===== src/inc/als_cfg_pkg.sv =====
// Register map, field positions and reset values of the light sensor config
package als_cfg_pkg;
  localparam logic [7:0] MAIN_GAIN_ADDR      = 8'h90;
  localparam logic [7:0] STATUS_ADDR         = 8'h93;
  localparam logic [7:0] GAIN_RANGE_ADDR     = 8'h9F;
  localparam logic [7:0] INT_SLEEP_ADDR      = 8'hAB;
  localparam logic [7:0] AUTOZERO_ADDR       = 8'hD6;
  localparam logic [7:0] INT_ENABLES_ADDR    = 8'hDD;
  localparam logic [7:0] VISIBLE_SCALE_ADDR  = 8'hE6;

  localparam logic [7:0] MAIN_GAIN_RESET     = 8'h00;
  localparam logic [7:0] GAIN_RANGE_RESET    = 8'h04;
  localparam logic [7:0] INT_SLEEP_RESET     = 8'h4C;
  localparam logic [7:0] AUTOZERO_RESET      = 8'h7F;
  localparam logic [7:0] INT_ENABLES_RESET   = 8'h00;
  localparam logic [7:0] STATUS_RESET        = 8'h00;

  localparam int GAIN_MAX_POS          = 4;
  localparam int GAIN_LOW_POS          = 2;
  localparam int CLEAR_ON_READ_POS     = 7;
  localparam int SLEEP_AFTER_INT_POS   = 4;
  localparam int SATURATION_FLAG_POS   = 7;
  localparam int LIGHT_FLAG_POS        = 4;
  localparam int CALIB_FLAG_POS        = 3;
  localparam int SATURATION_IEN_POS    = 7;
  localparam int LIGHT_IEN_POS         = 4;

  localparam logic [6:0] AUTOZERO_NEVER      = 7'h00;
  localparam logic [6:0] AUTOZERO_FIRST_ONLY = 7'h7F;
  localparam logic [7:0] UNMAPPED_READ       = 8'h00;
  localparam int BIT_COUNT_FULL              = 8;
endpackage : als_cfg_pkg


===== src/hdl/als_gain_sleep_autozero_config.sv =====
// I2C register slave with gain, sleep, autozero and interrupt logic
`timescale 1ns/1ns
module als_gain_sleep_autozero_config #(
  parameter logic [6:0] DEVICE_ADDR   = 7'h39,
  parameter logic [7:0] VISIBLE_SCALE = 8'h80
) (
  input  wire logic       ref_clk,
  input  wire logic       resetn,
  input  wire logic       scl_in,
  input  wire logic       sda_in,
  output logic            sda_out,
  output logic            sda_oe_n,
  output logic            int_out,
  output logic            int_oe_n,
  input  wire logic       power_on_bit,
  input  wire logic       light_threshold_event,
  input  wire logic       saturation_event,
  input  wire logic       calib_event,
  input  wire logic       meas_cycle_start,
  output logic            autozero_run,
  output logic [3:0]      gain_log2_x2,
  output logic            osc_enable
);
  typedef enum logic [3:0] {
    ST_IDLE, ST_ADDR, ST_ADDR_ACK, ST_PTR, ST_PTR_ACK,
    ST_WDATA, ST_WR_ACK, ST_RD, ST_RD_ACK
  } i2c_state_t;

  i2c_state_t state;
  logic [2:0] scl_sync;
  logic [2:0] sda_sync;
  logic       scl_f;
  logic       sda_f;
  logic       scl_q;
  logic       sda_q;
  logic [7:0] shift_in;
  logic [7:0] rd_shift;
  logic [3:0] bit_cnt;
  logic [7:0] ptr;
  logic       rw;
  logic       wr_en;
  logic [7:0] wr_addr;
  logic [7:0] wr_data;
  logic       status_rd;
  logic [7:0] main_gain;
  logic [7:0] gain_range;
  logic [7:0] int_sleep;
  logic [7:0] autozero_cfg;
  logic [7:0] int_enables;
  logic [7:0] status;
  logic       asleep;
  logic       first_done;
  logic [6:0] az_cnt;
  logic       int_active;
  logic       scl_rise;
  logic       scl_fall;
  logic       start_cond;
  logic       stop_cond;
  logic [6:0] next_az_cnt;
  logic [7:0] rd_byte;

  function automatic logic [7:0] read_mux(input logic [7:0] a);
    if (a == als_cfg_pkg::MAIN_GAIN_ADDR) begin
      return main_gain;
    end else if (a == als_cfg_pkg::STATUS_ADDR) begin
      return status;
    end else if (a == als_cfg_pkg::GAIN_RANGE_ADDR) begin
      return gain_range;
    end else if (a == als_cfg_pkg::INT_SLEEP_ADDR) begin
      return int_sleep;
    end else if (a == als_cfg_pkg::AUTOZERO_ADDR) begin
      return autozero_cfg;
    end else if (a == als_cfg_pkg::INT_ENABLES_ADDR) begin
      return int_enables;
    end else if (a == als_cfg_pkg::VISIBLE_SCALE_ADDR) begin
      return VISIBLE_SCALE;
    end else begin
      return als_cfg_pkg::UNMAPPED_READ;
    end
  endfunction : read_mux

  // Readback byte for the current pointer
  always_comb begin
    rd_byte = read_mux(ptr);
  end

  // Pin synchronisers; a level counts once second and third stages agree
  always_ff @(posedge ref_clk or negedge resetn) begin
    if (!resetn) begin
      scl_sync <= 3'h7;
      sda_sync <= 3'h7;
      scl_f    <= 1'b1;
      sda_f    <= 1'b1;
      scl_q    <= 1'b1;
      sda_q    <= 1'b1;
    end else begin
      scl_sync <= {scl_sync[1:0], scl_in};
      sda_sync <= {sda_sync[1:0], sda_in};
      if (scl_sync[1] == scl_sync[2]) begin
        scl_f <= scl_sync[2];
      end
      if (sda_sync[1] == sda_sync[2]) begin
        sda_f <= sda_sync[2];
      end
      scl_q <= scl_f;
      sda_q <= sda_f;
    end
  end

  assign scl_rise   = scl_f & ~scl_q;
  assign scl_fall   = ~scl_f & scl_q;
  assign start_cond = scl_f & scl_q & sda_q & ~sda_f;
  assign stop_cond  = scl_f & scl_q & ~sda_q & sda_f;

  // I2C slave: write sets pointer then data, reads auto-increment
  always_ff @(posedge ref_clk or negedge resetn) begin
    if (!resetn) begin
      state     <= ST_IDLE;
      shift_in  <= 8'h00;
      rd_shift  <= 8'h00;
      bit_cnt   <= 4'h0;
      ptr       <= 8'h00;
      rw        <= 1'b0;
      sda_oe_n  <= 1'b1;
      wr_en     <= 1'b0;
      wr_addr   <= 8'h00;
      wr_data   <= 8'h00;
      status_rd <= 1'b0;
    end else begin
      wr_en     <= 1'b0;
      status_rd <= 1'b0;
      if (start_cond) begin
        state    <= ST_ADDR;
        bit_cnt  <= 4'h0;
        sda_oe_n <= 1'b1;
      end else if (stop_cond) begin
        state    <= ST_IDLE;
        sda_oe_n <= 1'b1;
      end else if (scl_rise) begin
        case (state)
          ST_ADDR, ST_PTR, ST_WDATA: begin
            shift_in <= {shift_in[6:0], sda_f};
            bit_cnt  <= bit_cnt + 4'h1;
          end
          ST_RD: begin
            bit_cnt <= bit_cnt + 4'h1;
          end
          ST_RD_ACK: begin
            rw <= ~sda_f;  // Reused as master-acknowledged flag
          end
          default: begin
          end
        endcase
      end else if (scl_fall) begin
        case (state)
          ST_ADDR: begin
            if (bit_cnt == 4'(als_cfg_pkg::BIT_COUNT_FULL)) begin
              if (shift_in[7:1] == DEVICE_ADDR) begin
                sda_oe_n <= 1'b0;
                rw       <= shift_in[0];
                state    <= ST_ADDR_ACK;
              end else begin
                state <= ST_IDLE;
              end
            end
          end
          ST_PTR: begin
            if (bit_cnt == 4'(als_cfg_pkg::BIT_COUNT_FULL)) begin
              ptr      <= shift_in;
              sda_oe_n <= 1'b0;
              state    <= ST_PTR_ACK;
            end
          end
          ST_WDATA: begin
            if (bit_cnt == 4'(als_cfg_pkg::BIT_COUNT_FULL)) begin
              wr_en    <= 1'b1;
              wr_addr  <= ptr;
              wr_data  <= shift_in;
              ptr      <= ptr + 8'h01;
              sda_oe_n <= 1'b0;
              state    <= ST_WR_ACK;
            end
          end
          ST_PTR_ACK, ST_WR_ACK: begin
            sda_oe_n <= 1'b1;
            bit_cnt  <= 4'h0;
            state    <= ST_WDATA;
          end
          ST_ADDR_ACK, ST_RD_ACK: begin
            if ((state == ST_ADDR_ACK && !rw) ) begin
              sda_oe_n <= 1'b1;
              bit_cnt  <= 4'h0;
              state    <= ST_PTR;
            end else if (rw) begin
              // Byte is loaded here so clear-on-read follows a real read
              sda_oe_n  <= rd_byte[7];
              rd_shift  <= {rd_byte[6:0], 1'b0};
              status_rd <= (ptr == als_cfg_pkg::STATUS_ADDR);
              ptr       <= ptr + 8'h01;
              bit_cnt   <= 4'h0;
              state     <= ST_RD;
            end else begin
              sda_oe_n <= 1'b1;
              state    <= ST_IDLE;
            end
          end
          ST_RD: begin
            if (bit_cnt == 4'(als_cfg_pkg::BIT_COUNT_FULL)) begin
              sda_oe_n <= 1'b1;
              state    <= ST_RD_ACK;
            end else begin
              sda_oe_n <= rd_shift[7];
              rd_shift <= {rd_shift[6:0], 1'b0};
            end
          end
          default: begin
            sda_oe_n <= 1'b1;
          end
        endcase
      end
    end
  end

  // Configuration registers keep reserved bits as written
  always_ff @(posedge ref_clk or negedge resetn) begin
    if (!resetn) begin
      main_gain    <= als_cfg_pkg::MAIN_GAIN_RESET;
      gain_range   <= als_cfg_pkg::GAIN_RANGE_RESET;
      int_sleep    <= als_cfg_pkg::INT_SLEEP_RESET;
      autozero_cfg <= als_cfg_pkg::AUTOZERO_RESET;
      int_enables  <= als_cfg_pkg::INT_ENABLES_RESET;
    end else if (wr_en) begin
      if (wr_addr == als_cfg_pkg::MAIN_GAIN_ADDR) begin
        main_gain <= wr_data;
      end else if (wr_addr == als_cfg_pkg::GAIN_RANGE_ADDR) begin
        gain_range <= wr_data;
      end else if (wr_addr == als_cfg_pkg::INT_SLEEP_ADDR) begin
        int_sleep <= wr_data;
      end else if (wr_addr == als_cfg_pkg::AUTOZERO_ADDR) begin
        autozero_cfg <= wr_data;
      end else if (wr_addr == als_cfg_pkg::INT_ENABLES_ADDR) begin
        int_enables <= wr_data;
      end
    end
  end

  // Status flags; a new event beats a same-cycle clear
  always_ff @(posedge ref_clk or negedge resetn) begin
    if (!resetn) begin
      status <= als_cfg_pkg::STATUS_RESET;
    end else begin
      status <= (status
        & ~((wr_en && wr_addr == als_cfg_pkg::STATUS_ADDR)
            ? wr_data : 8'h00)
        & ~((status_rd && int_sleep[als_cfg_pkg::CLEAR_ON_READ_POS])
            ? 8'hFF : 8'h00))
        | (8'(light_threshold_event) << als_cfg_pkg::LIGHT_FLAG_POS)
        | (8'(saturation_event) << als_cfg_pkg::SATURATION_FLAG_POS)
        | (8'(calib_event) << als_cfg_pkg::CALIB_FLAG_POS);
    end
  end

  assign int_active =
    (status[als_cfg_pkg::LIGHT_FLAG_POS]
      & int_enables[als_cfg_pkg::LIGHT_IEN_POS])
    | (status[als_cfg_pkg::SATURATION_FLAG_POS]
      & int_enables[als_cfg_pkg::SATURATION_IEN_POS]);

  // Interrupt pin is open drain, low when active
  always_ff @(posedge ref_clk or negedge resetn) begin
    if (!resetn) begin
      int_out  <= 1'b0;
      sda_out  <= 1'b0;
      int_oe_n <= 1'b1;
    end else begin
      int_out  <= 1'b0;
      sda_out  <= 1'b0;
      int_oe_n <= ~int_active;
    end
  end

  // Sleep latch; disabling an enable does not wake, only clearing flags
  always_ff @(posedge ref_clk or negedge resetn) begin
    if (!resetn) begin
      asleep <= 1'b0;
    end else if (power_on_bit && int_sleep[als_cfg_pkg::SLEEP_AFTER_INT_POS]
                 && int_active) begin
      asleep <= 1'b1;
    end else if (!status[als_cfg_pkg::LIGHT_FLAG_POS]
                 && !status[als_cfg_pkg::SATURATION_FLAG_POS]) begin
      asleep <= 1'b0;
    end
  end

  // Power bit itself lives elsewhere and still reads back as set
  always_ff @(posedge ref_clk or negedge resetn) begin
    if (!resetn) begin
      osc_enable <= 1'b0;
    end else begin
      osc_enable <= power_on_bit && !asleep
        && !(int_sleep[als_cfg_pkg::SLEEP_AFTER_INT_POS] && int_active);
    end
  end

  // Gain as log2 of twice the factor: 0 is 1/2x, 8 is 128x
  always_ff @(posedge ref_clk or negedge resetn) begin
    if (!resetn) begin
      gain_log2_x2 <= 4'h0;
    end else begin
      gain_log2_x2 <= {1'b0, main_gain[1:0], 1'b0}
        + 4'(gain_range[als_cfg_pkg::GAIN_LOW_POS])
        + 4'(gain_range[als_cfg_pkg::GAIN_MAX_POS]);
    end
  end

  assign next_az_cnt = (az_cnt + 7'h01 == autozero_cfg[6:0])
                       ? 7'h00 : az_cnt + 7'h01;

  // Autozero pacing restarts whenever power is removed
  always_ff @(posedge ref_clk or negedge resetn) begin
    if (!resetn) begin
      autozero_run <= 1'b0;
      first_done   <= 1'b0;
      az_cnt       <= 7'h00;
    end else if (!power_on_bit) begin
      autozero_run <= 1'b0;
      first_done   <= 1'b0;
      az_cnt       <= 7'h00;
    end else if (meas_cycle_start) begin
      first_done <= 1'b1;
      az_cnt     <= next_az_cnt;
      if (autozero_cfg[6:0] == als_cfg_pkg::AUTOZERO_NEVER) begin
        autozero_run <= 1'b0;
      end else if (autozero_cfg[6:0] == als_cfg_pkg::AUTOZERO_FIRST_ONLY) begin
        autozero_run <= !first_done;
      end else begin
        autozero_run <= (az_cnt == 7'h00);
      end
    end else begin
      autozero_run <= 1'b0;
    end
  end

endmodule : als_gain_sleep_autozero_config


===== config.mk =====
export PLATFORM = sky130hd
export DESIGN_NAME = als_gain_sleep_autozero_config
export DESIGN_NICKNAME = d
export VERILOG_FILES = /design/src/inc/als_cfg_pkg.sv /design/src/hdl/als_gain_sleep_autozero_config.sv
export SDC_FILE = /design/constraint.sdc
export NUM_CORES = 1
export LEC_CHECK = 0
export BUFFER_PORTS_ARGS = -buffer_cell sky130_fd_sc_hd__buf_2
export CORE_UTILIZATION = 30
export DETAILED_ROUTE_END_ITERATION = 12
export PLACE_DENSITY = 0.47
export SLEW_MARGIN = 20
export SYNTH_ARGS = -nofsm -noshare
export SYNTH_HDL_FRONTEND = slang
export SYNTH_SLANG_ARGS = --single-unit

===== constraint.sdc =====
create_clock -name ref_clk -period 3.23 [get_ports ref_clk]
set_input_delay 0.646 -clock ref_clk [delete_from_list [all_inputs] [get_ports ref_clk]]
set_output_delay 0.646 -clock ref_clk [all_outputs]
set_load 0.02 [all_outputs]

### Word level (Yosys, flattened, before mapping)

Cells that the tools add are included.

* register bits: 126
* word-level logic and storage cells: 233
* output and inout port bits: 10

* muxes and demuxes: 79
* reductions and logical operators: 46
* equal/unequal tests: 44
* add/sub/neg operators: 5
* bitwise gates (word level): 29

Operator list (count)
* 2-to-1 mux 8 bit: 16
* == test 8 bit, second input constant: 13
* 2-to-1 mux 4 bit: 15
* 2-to-1 mux 1 bit: 37
* one-hot mux 4 bit (6 select lines): 1
* one-hot mux 8 bit (3 select lines): 1
* 2-to-1 mux 7 bit: 3
* inequality test 4 bit, second input constant: 5
* bitwise AND 8 bit: 2
* == test 4 x 3 -> 1 bit, second input constant: 4
* inverter 8 bit: 2
* one-hot mux 8 bit (2 select lines): 1
* AND reduction 5 bit: 3
* zero test 7 bit: 2
* AND reduction 7 bit: 2
* inequality test 2 bit, second input constant: 6
* inverter 1 bit: 12
* AND reduction 6 bit: 2
* nonzero test 2 bit: 6
* bitwise AND 1 bit: 9
* logical AND 1 bit: 9
* AND reduction 9 bit: 1
* nonzero test 3 bit: 3
* adder 8 x 1 -> 8 bit, second input constant: 1
* 34 further kinds: 47

### Longest topological paths before layout

* depth after elaboration: 15
* gate-level depth with buffers: 8
* mapped depth without buffers: 7

### Least setup slack after synthesis

OpenSTA, ideal clock, no wires.

* path type: register to register
* start point: reg scl_f
* end point: reg rw
* required time: 3105 ps
* stages on the path, launching flop included: 7
* period minus slack after synthesis: 2080 ps
* data arrival time: 1955 ps
* path slack: 1150 ps
* buffers on the path: 2
* cells stage by stage: dfstp_2 ha_1 clkbuf_1 buf_2 nand3_1 a2111oi_1 mux2_2

* word-level cells in the longest chain between the ends: 5
* elaborated cells between the ends (all ways): 17
* those cells by class: eq/ne: 1; mux: 1; bitwise: 10; reduce/logical: 5

RTL lines
* from (decl): line als_gain_sleep_autozero_config.sv:32 `logic scl_f;`
* from (signal assigned): line als_gain_sleep_autozero_config.sv:100 `scl_f <= scl_sync[2];`
* bitwise AND 1 bit: line als_gain_sleep_autozero_config.sv:112, als_gain_sleep_autozero_config.sv:113
* bitwise AND 1 bit (on tied branches) (2 in a row): line als_gain_sleep_autozero_config.sv:113, als_gain_sleep_autozero_config.sv:112
* inverter 1 bit (no source line)
* AND reduction 7 bit (no source line)
* to (signal assigned): line als_gain_sleep_autozero_config.sv:149 `rw <= ~sda_f;`
* to (signal assigned): line als_gain_sleep_autozero_config.sv:160 `rw <= shift_in[0];`
* to (decl): line als_gain_sleep_autozero_config.sv:40 `logic rw;`

Several ways; a longest one is shown, not always the timed one.
A chain may end at the register's enable or synchronous reset.

### Worst setup path after layout

* start point: reg az_cnt[0]
* end point: reg az_cnt[3]

* word-level cells in the longest chain between the ends: 5

RTL lines
* from (decl): line als_gain_sleep_autozero_config.sv:53 `logic [6:0] az_cnt;`
* from (signal assigned): line als_gain_sleep_autozero_config.sv:331 `az_cnt <= next_az_cnt;`
* adder 7 x 1 -> 7 bit (*): line als_gain_sleep_autozero_config.sv:316, als_gain_sleep_autozero_config.sv:317
* == test 7 bit: line als_gain_sleep_autozero_config.sv:316 `assign next_az_cnt = (az_cnt + 7'h01 == autozero_cfg[6:0])`
* 2-to-1 mux 7 bit (*): line als_gain_sleep_autozero_config.sv:317 `? 7'h00 : az_cnt + 7'h01;`
* 2-to-1 mux 7 bit (*): line als_gain_sleep_autozero_config.sv:329 `end else if (meas_cycle_start) begin`
* 2-to-1 mux 7 bit (*): line als_gain_sleep_autozero_config.sv:325 `end else if (!power_on_bit) begin`

Every way passes the cells marked *; elsewhere a longest branch is shown, timed or not. The select of a mux whose other input is x is not followed.

==> impl_results.md <==
* Status: finished, violations left
* Violations in the final reports: DRC
* Leak at approximately 3.2 nW
* Via density at approximately 5.5
* Pre-antenna DRT Iters at 9
* Worst-Skew Late Latency at ~0.42 ns
* Post-CTS setup buffer count at 0
* H-tree depth at 4
* Final WL at about 18 mm
* Post-synth top cells: dfrtp_1, mux2_2, nand2_1
* Fin crit share at 73.5%
* Drt drc at 4
* Final Max Slew Viols at 0
* Sink Count at about 130
* Antenna Cells at 0
* Vias in the first global route at 5108
* Port bufs at 16
* Final hold vios at 0
* #FFs+latches synth at around 130
* Top_reg_cell synth: dfrtp_1
* TritonCTS buffer count at 17
* Post-synth top area cell: dfrtp_1
* R2R cell count at 6
* Global-route wire length before repair at 28.9 mm
* Crit path time final at between 2 and 2.5 ns
* CORE AREA at 22000 sq um
* Layout cells sized above 1 at about 24%
* Die Span Y at roughly 150 um
* Worst path required time at between 3 and 4 ns
* Synth cell types at between 80 and 90
* Critical path peak fanout at 9
* # Max-Cap Violations at 0
* Initial Util at between 30 and 40%
* VDD IR-drop max at between 0.0002 and 0.00025 V
* Worst Hold Class: primary input to async pin
* Area share of the largest cell type after synthesis at a little under two fifths
* Cell Pwr Density at a little under 500 nW/um^2
* Boundary pin count at 19
* Crit Path Class: flop to flop
* Most frequent cell after synthesis: dfrtp_1
* CP endpoint kind: flop
* RSZ-0062 raised after global routing: false
* Reg-to-Reg End: az_cnt[3]
* Pwr Total at ~3.8 mW
* Highest Clock Rate at ~420 MHz
* CTS-repair resized insts at 0
* Worst slew margin at about two fifths
* Post-DRT Antenna Nets at 0
* Post-Syn Instances at between 600 and 700
* Syn avg cell area at between 10 and 15 sq um
* Async SR Flop Fraction at 100%
* Final HPWL DP at about 13 mm
* Seq/Total Area, Yosys at 46.6%
* Synth area leaders: dfrtp_1, mux2_2, dfstp_2, ha_1, nand2_1
* CP Launch Type: flop
* Clock skew at ~0.013 ns
* Largest net degree at the start of global routing at roughly 50
* Crit path DAT at between 2 and 3 ns
* DIE AREA at around 23000 sq um
* CTS clk-pin slew, worst paths at 0.06 ns
* Post-synth EDFFs at 0
* Post-Syn Area at about 6800 sq um
* # hold bufs at CTS at 0
* Measured slew at the worst slew-check pin at about 0.93 ns
* Setup TNS at 0 ns
* Endpoints failing setup at 0
* R2R Setup Slk at 0.86 ns
* Die W at 152 um
* Nets at 652
* CTS tree: yes
* Initial antenna violation count at 1
* Global-route usage over all layers at 16.1%
* Overflow after GRT at 0
* Clock Tree Buf Depth at 2
* Clock root buffer: clkbuf_16
* Avg WL per Cell at approximately 19 um
* Via count at roughly 5100
* Routability cong. at 0.874
* Std-Cell Rows at 54
* Ys Warns at 0
* Worst R2R Start: az_cnt[0]
* P&R area growth vs syn at 12.7%
* Initial DRC count at 303
==> area by class of cell <==
cell class / count / area (sq um)
multi-input combinational: 443 / 3340
inverter: 22 / 82.6
sequential: 125 / 3160
tap: 280 / 350
clock inverter: 13 / 125
clock buffer: 19 / 453
fill: 2205 / 14300
timing repair buffer: 20 / 125
==> registers in the layout, indices dropped and copies added (netlist names), 3 cells and up <==
| name | cells |
|---|---|
| autozero_cfg | 8 |
| az_cnt | 7 |
| bit_cnt | 4 |
| gain_log2_x2 | 4 |
| gain_range | 8 |
| int_enables | 8 |
| int_sleep | 8 |
| main_gain | 8 |
| ptr | 8 |
| rd_shift | 7 |
| scl_sync | 3 |
| sda_sync | 3 |
| shift_in | 8 |
| state | 4 |
| status | 8 |
| wr_addr | 8 |
| wr_data | 8 |
==> worst max-delay path by stage <==
stage	slack, ns	depth (start not counted)	endpoint	from
after detailed placement	0.86	6	az_cnt[4]	az_cnt[0]
final	0.86	6	az_cnt[3]	az_cnt[0]
after global placement	0.90	6	az_cnt[6]	az_cnt[0]
after global routing	0.60	6	az_cnt[3]	az_cnt[0]
after floorplan	1.15	6	rw	scl_f
after CTS	0.84	6	az_cnt[2]	az_cnt[0]
==> metal layers <==
layer	vias to the layer above	GRT usage (%)	routed length, um
met4	0	6.71	430
li1	2339	-	-
met5	-	0	0
met3	30	3.33	770
met1	2562	21.7	8380
met2	142	25.2	8290
==> cell usage in the layout, fill, tap and decap left out, drive strengths merged, types with 9 or more instances in the layout <==
cell,instances
dfrtp,102
mux2,64
nand2,40
a21oi,29
inv,29
o21ai,25
nor2,23
nand3,23
dfstp,23
buf,20
clkbuf,19
nor3,16
ha,14
and3,12
nand2b,10
nand4,9
a221oi,9
==> cell families after synthesis <==
| kind of cell | count (synthesis) | synth area share, % |
|---|---|---|
| AND/OR/NAND/NOR | 193 | 17.0 |
| buffers and inverters | 61 | 4.14 |
| adder cells (fa/ha/maj) | 16 | 2.88 |
| XOR/XNOR | 17 | 2.42 |
| AO/OA/AOI/OAI | 143 | 15.1 |
| multiplexers | 72 | 11.8 |
| flip-flops | 125 | 46.6 |
| other | 1 | 0.0554 |
==> power by group <==
part / switching (mW) / total [mW] / internal [mW]
sequential: 0.0483 / 1.66 / 1.61
combinational: 0.144 / 0.220 / 0.0763
clock: 0.761 / 1.87 / 1.11
==> metrics by stage <==
step	cells	setup slack, ns	hold slack (ns)	cell area (sq um)	util [%]
2_1_floorplan	629	1.15	0.345	6780	-
3_3_place_gp	890	0.903	0.347	7050	32.1
3_5_place_dp	890	0.861	0.348	7050	32.1
4_1_cts	922	0.838	0.261	7630	34.8
5_1_grt	922	0.603	0.276	7630	34.8
6_report	922	0.856	0.237	7630	34.8
==> worst max-delay path, stage by stage, from the launching register on <==
cell and delay [ns]:
dfrtp_1 0.48, ha_1 0.41, xor3_1 0.47, nor4_1 0.25
o31ai_2 0.13, a211oi_2 0.41, nor3_1 0.09
Note: power is estimated with default switching activity, not from simulation.
